File: src/logic/core_tick_timer_cfg.svh
// Constants of the core tick timer: offsets, field positions, resets, counts
`ifndef CORE_TICK_TIMER_CFG_SVH
`define CORE_TICK_TIMER_CFG_SVH

// ----------------------------------------------------------------
// Register indices and byte addresses (address = index * 4)
// ----------------------------------------------------------------
`define TSC_IDX        16'h0008
`define CNT_IDX        16'h0009
`define IRQ_STS_IDX    16'h000A
`define IRQ_MSK_IDX    16'h000B
`define WDOG_IDX       16'h3FF0
`define TSC_ADDR       (`TSC_IDX << 2)
`define CNT_ADDR       (`CNT_IDX << 2)
`define IRQ_STS_ADDR   (`IRQ_STS_IDX << 2)
`define IRQ_MSK_ADDR   (`IRQ_MSK_IDX << 2)
`define WDOG_ADDR      (`WDOG_IDX << 2)

// ----------------------------------------------------------------
// Field positions of timer_status_control, and the watchdog service bit
// ----------------------------------------------------------------
`define F_OVF_FLAG     7
`define F_TICK_FLAG    6
`define F_OVF_IEN      5
`define F_TICK_IEN     4
`define F_OVF_CLR      3
`define F_TICK_CLR     2
`define F_RATE_HI      1
`define F_RATE_LO      0
`define F_WDOG_SVC     0

// ----------------------------------------------------------------
// Sticky event bits, reset values
// ----------------------------------------------------------------
`define EV_OVF         0
`define EV_TICK        1
`define EV_WDOG        2
`define EV_W           3
`define RATE_RESET     2'b11
`define IRQ_RESET      3'b000

// ----------------------------------------------------------------
// Chain layout and timing counts
// ----------------------------------------------------------------
`define CHAIN_W        17
`define CNT_LSB        2
`define CNT_MSB        9
`define OVF_TAP        9
`define TICK_TAP       13
`define POR_CYCLES     4064
`define POR_W          12
`define WDOG_W         3

`endif

File: src/logic/core_tick_timer_pkg.sv
// Types shared by the core tick timer modules
package core_tick_timer_pkg;
`include "core_tick_timer_cfg.svh"

   // Block operating phase
   typedef enum logic [1:0] {S_POR, S_RUN, S_STOP} mode_t;

   // Whole state of the timer top
   typedef struct packed {
      mode_t                mode;       // Operating phase
      logic                 ext_s1;     // External reset sync, first stage
      logic                 ext_s2;     // External reset sync, second stage
      logic                 ovf_flag;   // Counter wrapped
      logic                 tick_flag;  // Periodic tick seen
      logic                 ovf_en;     // Overflow irq enable
      logic                 tick_en;    // Tick irq enable
      logic [1:0]           rate;       // Tick rate select
      logic [`WDOG_W-1:0]   wdog;       // Final divide-by-eight stage
      logic                 wdog_pulse; // Watchdog reset request
      logic [`EV_W-1:0]     irq_sts;    // Sticky events
      logic [`EV_W-1:0]     irq_msk;    // Event mask
      logic                 wr_pend;    // Write data phase pending
      logic [15:0]          wr_addr;    // Address of pending write
      logic [7:0]           rdata;      // Read data for data phase
   } timer_state_t;

endpackage : core_tick_timer_pkg

File: src/logic/chain_if.sv
// Carrier between the timer control and its divider chain
`timescale 1ns/1ps
interface chain_if #(parameter int W = 17);
   logic         clr;    // Clear whole chain
   logic [W-1:0] count;  // Chain value
   logic [W-1:0] carry;  // carry[k]: bits k..0 all ones and clr low

   modport ctl   (output clr, input count, input carry);
   modport chain (input clr, output count, output carry);
endinterface : chain_if

File: src/logic/ripple_chain.sv
// Binary divider chain: prescaler, visible counter and tick stages
`timescale 1ns/1ps
`include "core_tick_timer_cfg.svh"
module ripple_chain
   import core_tick_timer_pkg::*;
#(
   parameter int W = `CHAIN_W
)(
   // Clock and reset
   input wire logic clk,
   input wire logic rst,
   // Chain control and taps
   chain_if.chain   ch
);

   // ----------------------------------------------------------------
   // State
   // ----------------------------------------------------------------
   typedef struct packed {
      logic [W-1:0] count; // Whole chain, bit 0 toggles each clock
   } chain_st_t;

   chain_st_t s_q;  // Registered state
   chain_st_t s_d;  // Next state
   logic      acc;  // Running and of low bits

   // Next state: clear beats counting
   always_comb begin
      s_d = s_q;
      if (ch.clr) begin
         s_d.count = '0;
      end else begin
         s_d.count = s_q.count + 1'b1;
      end
   end

   // Carry taps, one per stage
   always_comb begin
      acc = 1'b1;
      for (int k = 0; k < W; k++) begin
         acc = acc & s_q.count[k];
         ch.carry[k] = acc & ~ch.clr;
      end
   end

   assign ch.count = s_q.count;

   // Register
   always_ff @(posedge clk) begin
      if (rst) begin
         s_q <= '0;
      end else begin
         s_q <= s_d;
      end
   end
endmodule : ripple_chain

File: src/logic/core_tick_timer.sv
// Core tick timer: counter, overflow, periodic tick, watchdog, AHB regs
//
// Operation
// - Divide-by-four prescaler feeds 8-bit counter
// - Count register read-only, read leaves count
// - Overflow flag sets on wrap, every 1024
// - Overflow flag with enable requests interrupt
// - Tick flag with enable requests interrupt
// - Tick stages run at clock over 8192
// - Rate field picks 2^14 to 2^17
// - Reset sets both rate bits
// - Overflow clear bit: one clears, reads zero
// - Tick clear bit: one clears, reads zero
// - Reset clears flags and both enables
// - Watchdog divides ticks by eight, resets
// - Writing zero to service clears last stage
// - Power-on counts 4064, clears, then runs
// - External reset clears the whole chain
// - Wait keeps counting, enabled irq wakes
// - Stop clears timer, flags, enables; restarts
//
// Our own choice: the AHB-Lite slave port.
`timescale 1ns/1ps
// Guarded, so a second inclusion by the package is harmless
`include "core_tick_timer_cfg.svh"
module core_tick_timer
   import core_tick_timer_pkg::*;
#(
   parameter bit WDOG_ON = 1'b1  // Watchdog fitted
)(
   // Clock and reset
   input  wire  logic        SYS_CLK,
   input  wire  logic        SRST,
   // Device signals
   input  wire  logic        EXT_RST,
   input  wire  logic        WAIT_MODE,
   input  wire  logic        STOP_MODE,
   output logic              POR_HOLD,
   output logic              WDOG_RESET,
   output logic              CPU_IRQ,
   output logic              WAKE_UP,
   output logic              IRQ,
   // AHB-Lite slave
   input  wire  logic        HSEL,
   input  wire  logic [15:0] HADDR,
   input  wire  logic [1:0]  HTRANS,
   input  wire  logic        HWRITE,
   input  wire  logic [2:0]  HSIZE,
   input  wire  logic [31:0] HWDATA,
   input  wire  logic        HREADY,
   output logic [31:0]       HRDATA,
   output logic              HREADYOUT,
   output logic              HRESP
);

   // ----------------------------------------------------------------
   // Declarations
   // ----------------------------------------------------------------
   localparam timer_state_t ST_RESET = '{
      mode: S_POR, ext_s1: 1'b0, ext_s2: 1'b0, ovf_flag: 1'b0,
      tick_flag: 1'b0, ovf_en: 1'b0, tick_en: 1'b0,
      rate: `RATE_RESET, wdog: '0, wdog_pulse: 1'b0,
      irq_sts: `IRQ_RESET, irq_msk: `IRQ_RESET, wr_pend: 1'b0,
      wr_addr: 16'h0000, rdata: 8'h00};
   localparam logic [`POR_W-1:0] POR_LAST =
      `POR_W'(`POR_CYCLES - 1);

   timer_state_t      s_q;       // Registered state
   timer_state_t      s_d;       // Next state
   logic              live;      // Chain events count now
   logic              ovf_evt;   // Counter wraps this cycle
   logic              tick_evt;  // Selected tick stage fires
   logic              por_done;  // Power-on delay complete
   logic              addr_ok;   // Valid address phase
   logic              wr;        // Write data phase now
   logic [7:0]        wd;        // Write data byte
   logic              svc;       // Watchdog service write
   logic [`WDOG_W-1:0] wbase;    // Watchdog stage after service

   chain_if #(.W(`CHAIN_W)) ch ();

   // ----------------------------------------------------------------
   // Divider chain
   // ----------------------------------------------------------------
   ripple_chain #(.W(`CHAIN_W)) u_chain (
      .clk (SYS_CLK),
      .rst (SRST),
      .ch  (ch)
   );

   // Chain clear: external reset, power-on release, stop
   // The synced pin clears the chain in every phase, power-on too
   always_comb begin
      ch.clr = s_q.ext_s2
             | (s_q.mode == S_STOP)
             | (s_q.mode == S_RUN && STOP_MODE)
             | por_done;
   end

   // ----------------------------------------------------------------
   // Event taps
   // ----------------------------------------------------------------
   // Events only in normal running; held off while the device waits
   // out its power-on or stabilization delay
   always_comb begin
      live     = (s_q.mode == S_RUN) && !STOP_MODE && !s_q.ext_s2;
      ovf_evt  = live && ch.carry[`OVF_TAP];
      tick_evt = live && ch.carry[`TICK_TAP + s_q.rate];
      por_done = (s_q.mode == S_POR)
               && (ch.count[`POR_W-1:0] == POR_LAST);
   end

   // ----------------------------------------------------------------
   // Next state
   // ----------------------------------------------------------------
   always_comb begin
      s_d            = s_q;
      s_d.wdog_pulse = 1'b0;
      // Two flops for the pin before anything reads it
      s_d.ext_s1     = EXT_RST;
      s_d.ext_s2     = s_q.ext_s1;

      // Address phase capture
      addr_ok     = HSEL && HTRANS[1] && HREADY;
      s_d.wr_pend = addr_ok && HWRITE;
      s_d.wr_addr = HADDR;

      // Write data phase
      wr  = s_q.wr_pend;
      wd  = HWDATA[7:0];
      svc = wr && (s_q.wr_addr == `WDOG_ADDR)
            && !wd[`F_WDOG_SVC];
      if (wr && s_q.wr_addr == `TSC_ADDR) begin
         s_d.ovf_en  = wd[`F_OVF_IEN];
         s_d.tick_en = wd[`F_TICK_IEN];
         s_d.rate    = wd[`F_RATE_HI:`F_RATE_LO];
         if (wd[`F_OVF_CLR]) begin
            s_d.ovf_flag = 1'b0;
         end
         if (wd[`F_TICK_CLR]) begin
            s_d.tick_flag = 1'b0;
         end
      end
      if (wr && s_q.wr_addr == `IRQ_STS_ADDR) begin
         s_d.irq_sts = s_q.irq_sts & ~wd[`EV_W-1:0];
      end
      if (wr && s_q.wr_addr == `IRQ_MSK_ADDR) begin
         s_d.irq_msk = wd[`EV_W-1:0];
      end

      // Hardware sets win over the clears above
      wbase = svc ? '0 : s_q.wdog;
      s_d.wdog = wbase;
      if (ovf_evt) begin
         s_d.ovf_flag         = 1'b1;
         s_d.irq_sts[`EV_OVF] = 1'b1;
      end
      if (tick_evt) begin
         s_d.tick_flag         = 1'b1;
         s_d.irq_sts[`EV_TICK] = 1'b1;
         // Only the last stage is serviced, so a time-out may come
         // as early as seven periods after a service
         if (WDOG_ON) begin
            s_d.wdog = wbase + 1'b1;
            if (&wbase) begin
               s_d.wdog_pulse        = 1'b1;
               s_d.irq_sts[`EV_WDOG] = 1'b1;
            end
         end
      end

      // Operating phase
      unique case (s_q.mode)
         S_POR: begin
            if (por_done) begin
               s_d.mode = S_RUN;
            end
         end
         S_RUN: begin
            if (STOP_MODE) begin
               s_d.mode      = S_STOP;
               s_d.ovf_flag  = 1'b0;
               s_d.tick_flag = 1'b0;
               s_d.ovf_en    = 1'b0;
               s_d.tick_en   = 1'b0;
               s_d.wdog      = '0;
            end
         end
         S_STOP: begin
            // Exit waits out the stabilization delay, then clears
            if (!STOP_MODE) begin
               s_d.mode = S_POR;
            end
         end
      endcase

      // External reset during operation
      if (s_q.ext_s2) begin
         s_d.ovf_flag  = 1'b0;
         s_d.tick_flag = 1'b0;
         s_d.ovf_en    = 1'b0;
         s_d.tick_en   = 1'b0;
         s_d.rate      = `RATE_RESET;
         s_d.wdog      = '0;
         if (s_q.mode == S_STOP) begin
            s_d.mode = S_POR;
         end
      end

      // Read mux, sampled in the address phase
      s_d.rdata = 8'h00;
      if (addr_ok && !HWRITE) begin
         unique case (HADDR)
            `TSC_ADDR: s_d.rdata = {s_d.ovf_flag, s_d.tick_flag,
                                    s_d.ovf_en, s_d.tick_en, 2'b00,
                                    s_d.rate};
            `CNT_ADDR: s_d.rdata =
               ch.count[`CNT_MSB:`CNT_LSB];
            `IRQ_STS_ADDR: s_d.rdata = {5'b00000, s_d.irq_sts};
            `IRQ_MSK_ADDR: s_d.rdata = {5'b00000, s_d.irq_msk};
            default: s_d.rdata = 8'h00;
         endcase
      end
   end

   // Register, synchronous reset to constants
   always_ff @(posedge SYS_CLK) begin
      if (SRST) begin
         s_q <= ST_RESET;
      end else begin
         s_q <= s_d;
      end
   end

   // ----------------------------------------------------------------
   // Outputs
   // ----------------------------------------------------------------
   assign CPU_IRQ    = (s_q.ovf_flag & s_q.ovf_en)
                     | (s_q.tick_flag & s_q.tick_en);
   assign WAKE_UP    = WAIT_MODE & CPU_IRQ;
   assign IRQ        = |(s_q.irq_sts & s_q.irq_msk);
   assign POR_HOLD   = (s_q.mode == S_POR);
   assign WDOG_RESET = s_q.wdog_pulse;
   assign HRDATA     = {24'h00_0000, s_q.rdata};
   assign HREADYOUT  = 1'b1;
   assign HRESP      = 1'b0;
endmodule : core_tick_timer

File: config.mk
export PLATFORM = sky130hd
export DESIGN_NAME = core_tick_timer
export DESIGN_NICKNAME = d
export VERILOG_FILES = /design/src/logic/core_tick_timer_pkg.sv /design/src/logic/chain_if.sv /design/src/logic/ripple_chain.sv /design/src/logic/core_tick_timer.sv
export VERILOG_INCLUDE_DIRS = /design/src /design/src/logic
export SDC_FILE = /design/constraint.sdc
export NUM_CORES = 1
export LEC_CHECK = 0
export BUFFER_PORTS_ARGS = -buffer_cell sky130_fd_sc_hd__buf_2
export CORE_MARGIN = 4
export CORE_UTILIZATION = 50
export CTS_CLUSTER_SIZE = 25
export DETAILED_ROUTE_END_ITERATION = 16
export PLACE_DENSITY = 0.8
export SETUP_SLACK_MARGIN = 0.4
export SLEW_MARGIN = 20
export SYNTH_ARGS = -nofsm -noshare
export SYNTH_HDL_FRONTEND = slang
export SYNTH_SLANG_ARGS = --single-unit
File: constraint.sdc
create_clock -name SYS_CLK -period 2.2 [get_ports SYS_CLK]
set_clock_uncertainty 0.2 [all_clocks]
set_input_delay 0.33 -clock SYS_CLK [delete_from_list [all_inputs] [get_ports SYS_CLK]]
set_output_delay 0.33 -clock SYS_CLK [all_outputs]
set_load 0.005 [all_outputs]
# Yosys cells after proc, flatten, opt, wreduce, memory -nomap -nowiden
# Index checks and enable logic that the tools add are counted.
[totals]
ff_bits = 62
in_bits = 61
out_inout_bits = 39
word_cells = 128
[classes]
addsub = 3
n_lt_le_gt_ge = 1
eq_ne = 11
muxes = 25
n_bitwise = 46
n_reduce_logical = 26
[ops]
columns = ["operator", "count"]
rows = [
  ["$eq 16x6->1 const B", 7],
  ["$and 1x1->1", 36],
  ["$pmux 8 s4", 1],
  ["$add 17x1->17 const B", 1],
  ["$eq 16x16->1 const B", 1],
  ["$logic_and 1x1->1", 15],
  ["$mux 3", 5],
  ["$eq 12x12->1 const B", 1],
  ["$mux 2", 6],
  ["$mux 6", 2],
  ["$mux 9", 1],
  ["$mux 4", 2],
  ["$reduce_or 2->1", 4],
  ["$and 3x3->3", 2],
  ["$lt 5x6->1 const B", 1],
  ["$mux 1", 6],
  ["$pmux 2 s3", 1],
  ["$add 4x2->5 const A", 1],
  ["$bmux 1 s5", 1],
  ["$logic_not 1->1", 4],
  ["$or 1x1->1", 4],
  ["$add 3x1->3 const B", 1],
  ["$not 1->1", 3],
  ["$not 3->3", 1],
  ["other kinds (5)", 5],
]

# Longest topological paths before layout
[logic_depth]
ltp_word = 25
mapped_depth = 8

# Cells and area by module
# Synthesis repeated with hierarchy kept, for this count alone.
[hier_totals]
hier_cells = 365
hier_area_um2 = 3239.4
[modules_own_cells]
columns = ["module", "n_inst", "cells_each", "area_each_um2"]
rows = [
  ["core_tick_timer", 1, 259, 2364.8],
  ["ripple_chain", 1, 106, 874.6],
]

# Least setup slack after synthesis
# Ideal clock, no wire load.
[synth_timing]
path_kind = "register -> register"
startpoint = "register s_q[44] (netlist name)"
endpoint = "register u_chain.s_q (netlist bit u_chain.ch.count[10])"
t_arrival_ps = 1754
required_time_ps = 1936
setup_slack_ps = 182
stages_incl_launch_ff = 9
path_buffers = 2
period_less_slack_ps = 2018
cell_sequence = "dfxtp_1 -> inv_1 -> ha_1 -> a21oi_2 -> nand2b_1 -> or3_1 -> buf_6 -> buf_6 -> nor2_1"
[synth_via]
elab_chain_cells = 5
[synth_rtl]
columns = ["element", "line_no", "text"]
rows = [
  ["start, declared", "core_tick_timer.sv:68", "timer_state_t s_q;"],
  ["start signal, assigned", "core_tick_timer.sv:229", "s_q <= ST_RESET;"],
  ["start signal, assigned", "core_tick_timer.sv:231", "s_q <= s_d;"],
  ["$eq 2x2->1 or $eq 2x1->1 (tied branches)", "core_tick_timer.sv:95, core_tick_timer.sv:96", ""],
  ["$or 1x1->1 or $logic_and 1x1->1 (tied branches)", "core_tick_timer.sv:95, core_tick_timer.sv:96", ""],
  ["$or 1x1->1", "core_tick_timer.sv:96", "| (s_q.mode == S_RUN && STOP_MODE)"],
  ["$or 1x1->1 (*)", "core_tick_timer.sv:97", "| por_done;"],
  ["$reduce_or 2->1 (no source line) (*)", "--", ""],
  ["end signal, assigned", "ripple_chain.sv:51", "s_q <= '0;"],
  ["end signal, assigned", "ripple_chain.sv:53", "s_q <= s_d;"],
  ["end, declared", "ripple_chain.sv:23", "chain_st_t s_q;"],
]
# Every way passes the cells marked *; elsewhere a longest branch is shown, timed or not.
# A chain may end at the register's enable or synchronous reset.

# Worst setup path after layout
[layout_timing]
startpoint = "register s_q[12] (netlist name)"
endpoint = "register s_q (netlist bit HRDATA[2])"
[layout_via]
elab_chain_cells = 8
[layout_rtl]
columns = ["element", "line_no", "text"]
rows = [
  ["$eq 16x16->1 (no source line)", "--", ""],
  ["$logic_and 1x1->1 (2 in series)", "core_tick_timer.sv:131", "svc = wr && (s_q.wr_addr == `WDOG_ADDR)"],
  ["$mux 3", "core_tick_timer.sv:152", "wbase = svc ? '0 : s_q.wdog;"],
  ["$reduce_and 3->1", "core_tick_timer.sv:165", "if (&wbase) begin"],
  ["$mux 2", "core_tick_timer.sv:165", ""],
  ["$mux 6", "core_tick_timer.sv:158", "if (tick_evt) begin"],
  ["$pmux 8 s4 (*)", "core_tick_timer.sv:213", "unique case (HADDR)"],
]
# Marks and branches as above.

==> impl_metrics.yaml <==
timing:
  timing.hold.ws_ns: 0.00977
  rsz0062_at_grt: "true"
  post-route-min-period_ns: 2.07
  hold_violations: 0
  fin_ws_ns: 0.132
  min_period_over_period: 0.940
  slew_viol_final: 0
  tns_ns: 0
  finalSetupViolCount: 0
  fmax_mhz: 484
route:
  wirelength_um: 6910
  drt-pass1-iter-count: 4
  wl_per_cell_um: 15.1
  routed_via_density: 5.33
  post-route-drc-count: 0
  ant_nets: 0
  drtIter0Drc: 119
  vias: 2432
floorplan:
  initial_core_util: 0.530
  die_width_um: 85.4
  core_sq_um: 5640
  rows: 27
  dieArea_sq_um: 7290
  ios: 100
  die_y_um: 85.4
layout:
  nets: 449
  multi_input_area_sq_um: 1920
  seqCellArea_sq_um: 1270
  syn2layout_area_growth_pct: 32.1
  fin_util: 0.701
  layoutNonFillerInstCount: 456
  diodes: 0
  drive_gt1_frac: 0.445
  final_cell_area_sq_um: 3950
  nFillCells: 387
pwr:
  power.share.clock: 0.391
  ir_drop_uv: 545
  switching_share: 0.247
  totalPowerFinal_mw: 2.21
  switchingPower_mw: 0.544
  cellPowerDensity_nw_per_um2: 558
  power_frac_seq: 0.529
  p_leak_nw: 1.56
  comb_power_share: 0.080
  intPower_mw: 1.66
synthesis:
  synth_top_cell_by_area: "dfxtp_1"
  synth-edff-count: 0
  ys_seq_area_frac: 0.415
  syn_area_sq_um: 2990
  yosys_warnings: 0
  synthArstFlopShare: 0
  synth_cells: 321
  syn_area_per_cell_sq_um: 9.32
  synthTopCellsByArea: "dfxtp_1 (41%), buf_4 (8.8%), nor2_1 (4.4%), nor2b_1 (4.4%), ha_1 (3.8%)"
  synth.distinct_cells: 52
  synth_ff_type: "dfxtp_1"
  synth_top_area_frac: 0.415
  ys_ff_latch: 62
clock_network:
  cts_max_level: 3
  clock_sinks: 62
  ctsLongestPathBuffers: 2
  clk_pin_slew_ns: 0.07
  worstSkewPairLatency_ns: 0.34
  cts_tree: "yes"
  cts_hold_buf: 0
  cts_buffers: 9
  cts-root-buf: "clkbuf_8"
grt:
  grt_pass1_vias: 2240
  grt_pass1_wl_um: 10000
  grt_max_degree: 20
  track_usage: 0.173
  grt_overflow: 0
  grt_antenna_before_repair: 0
placed_design:
  dp_slack_ns: 0.0295
  place_area_sq_um: 3280
  dp_cells: 427
  io_buffers: 43
  dp_hpwl_um: 4580
  place.gp.congestion: 0.834
worst_setup_path:
  cp_max_fo: 3
  cp_data_arrival_time_ns: 2.08
  cpPeakStageDelay_ns: 0.35
  start_kind: "flop"
  slowest_stage: "dfxtp_1"
  rr_startpoint: "s_q[12]$_SDFF_PP0_"
  crit_type: "reg2reg"
  end_kind: "flop"
  cp-startpoint: "s_q[12]$_SDFF_PP0_"
  cp_cell_sequence: "nand4b_1 -> nor4_4 -> a21boi_2 -> ha_2 -> ha_4 -> a32oi_2 -> a31oi_1"
  crit_required_ns: 2.21
worst_hold_path:
  min_from: "EXT_RST"
  hp-class: "in2reg"
flow_run:
  cap_violations: 0
status:
  outcome: "finished, final reports clean"
==> registers in the layout, summed over array words and instances (netlist names) <==
register	flops
WDOG_RESET	1
wr	1
s_d	1
s_q	34
HRDATA	8
u_chain.ch.count	17
==> worst paths after layout <==
path	to	slack, ns	cells past startpoint
setup / recovery	HRDATA[2]$_SDFF_PP0_	0.13	7
hold / removal	s_d[41]$_SDFF_PP0_	0.01	2
setup reg to reg	HRDATA[2]$_SDFF_PP0_	0.13	7
hold reg to reg	s_q[41]$_SDFF_PP0_	0.25	1
==> layout make-up <==
type | instances | area share
Tap cell | 72 | 0.0228
Clock buffer | 12 | 0.0367
Clock inverter | 4 | 0.00570
Timing Repair Buffer | 68 | 0.116
Multi-Input combinational cell | 228 | 0.487
Inverter | 10 | 0.00950
Sequential cell | 62 | 0.322
==> power groups by stage <==
| stage | Sequential [mW] | Clock [mW] | Combinational, mW |
|---|---|---|---|
| after global placement | 1.18 | 0 | 0.123 |
| final | 1.17 | 0.862 | 0.176 |
| after CTS | 1.17 | 0.870 | 0.140 |
| after detailed placement | 1.18 | 0 | 0.126 |
| after global routing | 1.17 | 0.918 | 0.191 |
| after floorplan | 1.18 | 0 | 0.101 |
==> worst max-delay path, delay by kind of cell (launching register included) <==
family,cells,cell delay [ns]
adder cells (fa/ha/maj),2,0.38
AO/OA/AOI/OAI,3,0.44
AND/OR/NAND/NOR,2,0.57
flip-flops,1,0.35
==> synthesized netlist by cell type (4+ instances only) <==
cell	count
dfxtp_1	62
and2_1	5
buf_4	35
a21boi_0	8
nand3_1	10
mux2i_1	4
a21o_1	4
nand4_1	4
nand2_1	13
nor4_1	7
and3_1	6
xor2_1	10
xnor2_1	5
a32o_1	4
o21ai_0	5
nor2_1	35
nor3_1	4
nor2b_1	21
ha_1	9
buf_2	4
inv_1	10
==> layer usage <==
layer	part of all wire	wire, um	global-route usage
met4	0.018	123	0.0647
met2	0.50	3450	0.291
met1	0.41	2840	0.210
met3	0.072	495	0.0466
met5	0	0	0
==> cell families after synthesis <==
kind of cell,synth area share
buf+inv,0.122
xor+xnor,0.0439
other cells,0.00251
flops,0.415
compound gates,0.109
simple gates,0.249
mux,0.0209
fa+ha+maj,0.0376
==> timing repair <==
action / 4_1_cts / 5_1_grt
pin swaps: 20 / 32
endpoints found under the setup margin: 36 / 43
setup buffers: 5 / 7
cloned: 0 / 1
resized for setup: 27 / 73
==> cells in the final DEF, fill, tap and decap left out, drive strengths merged, types with 2 or more instances in the layout <==
master,count
and3,6
a41oi,3
or4,2
nor4b,2
o31ai,2
nor3,4
mux2,2
a22o,2
buf,67
and3b,2
or3,2
xnor2,5
nor2,36
nor2b,22
inv,10
nand4,4
mux2i,4
a21o,4
a21oi,4
o21ba,3
ha,9
a31oi,2
clkbuf,13
a21boi,8
nor4,7
xor2,10
nand3,11
nand2,13
nand2b,3
nand4b,3
o21ai,5
dfxtp,62
a32o,4
conb,26
and4,4
clkinv,3
and2,5
Power figures use the tool's default switching activity.
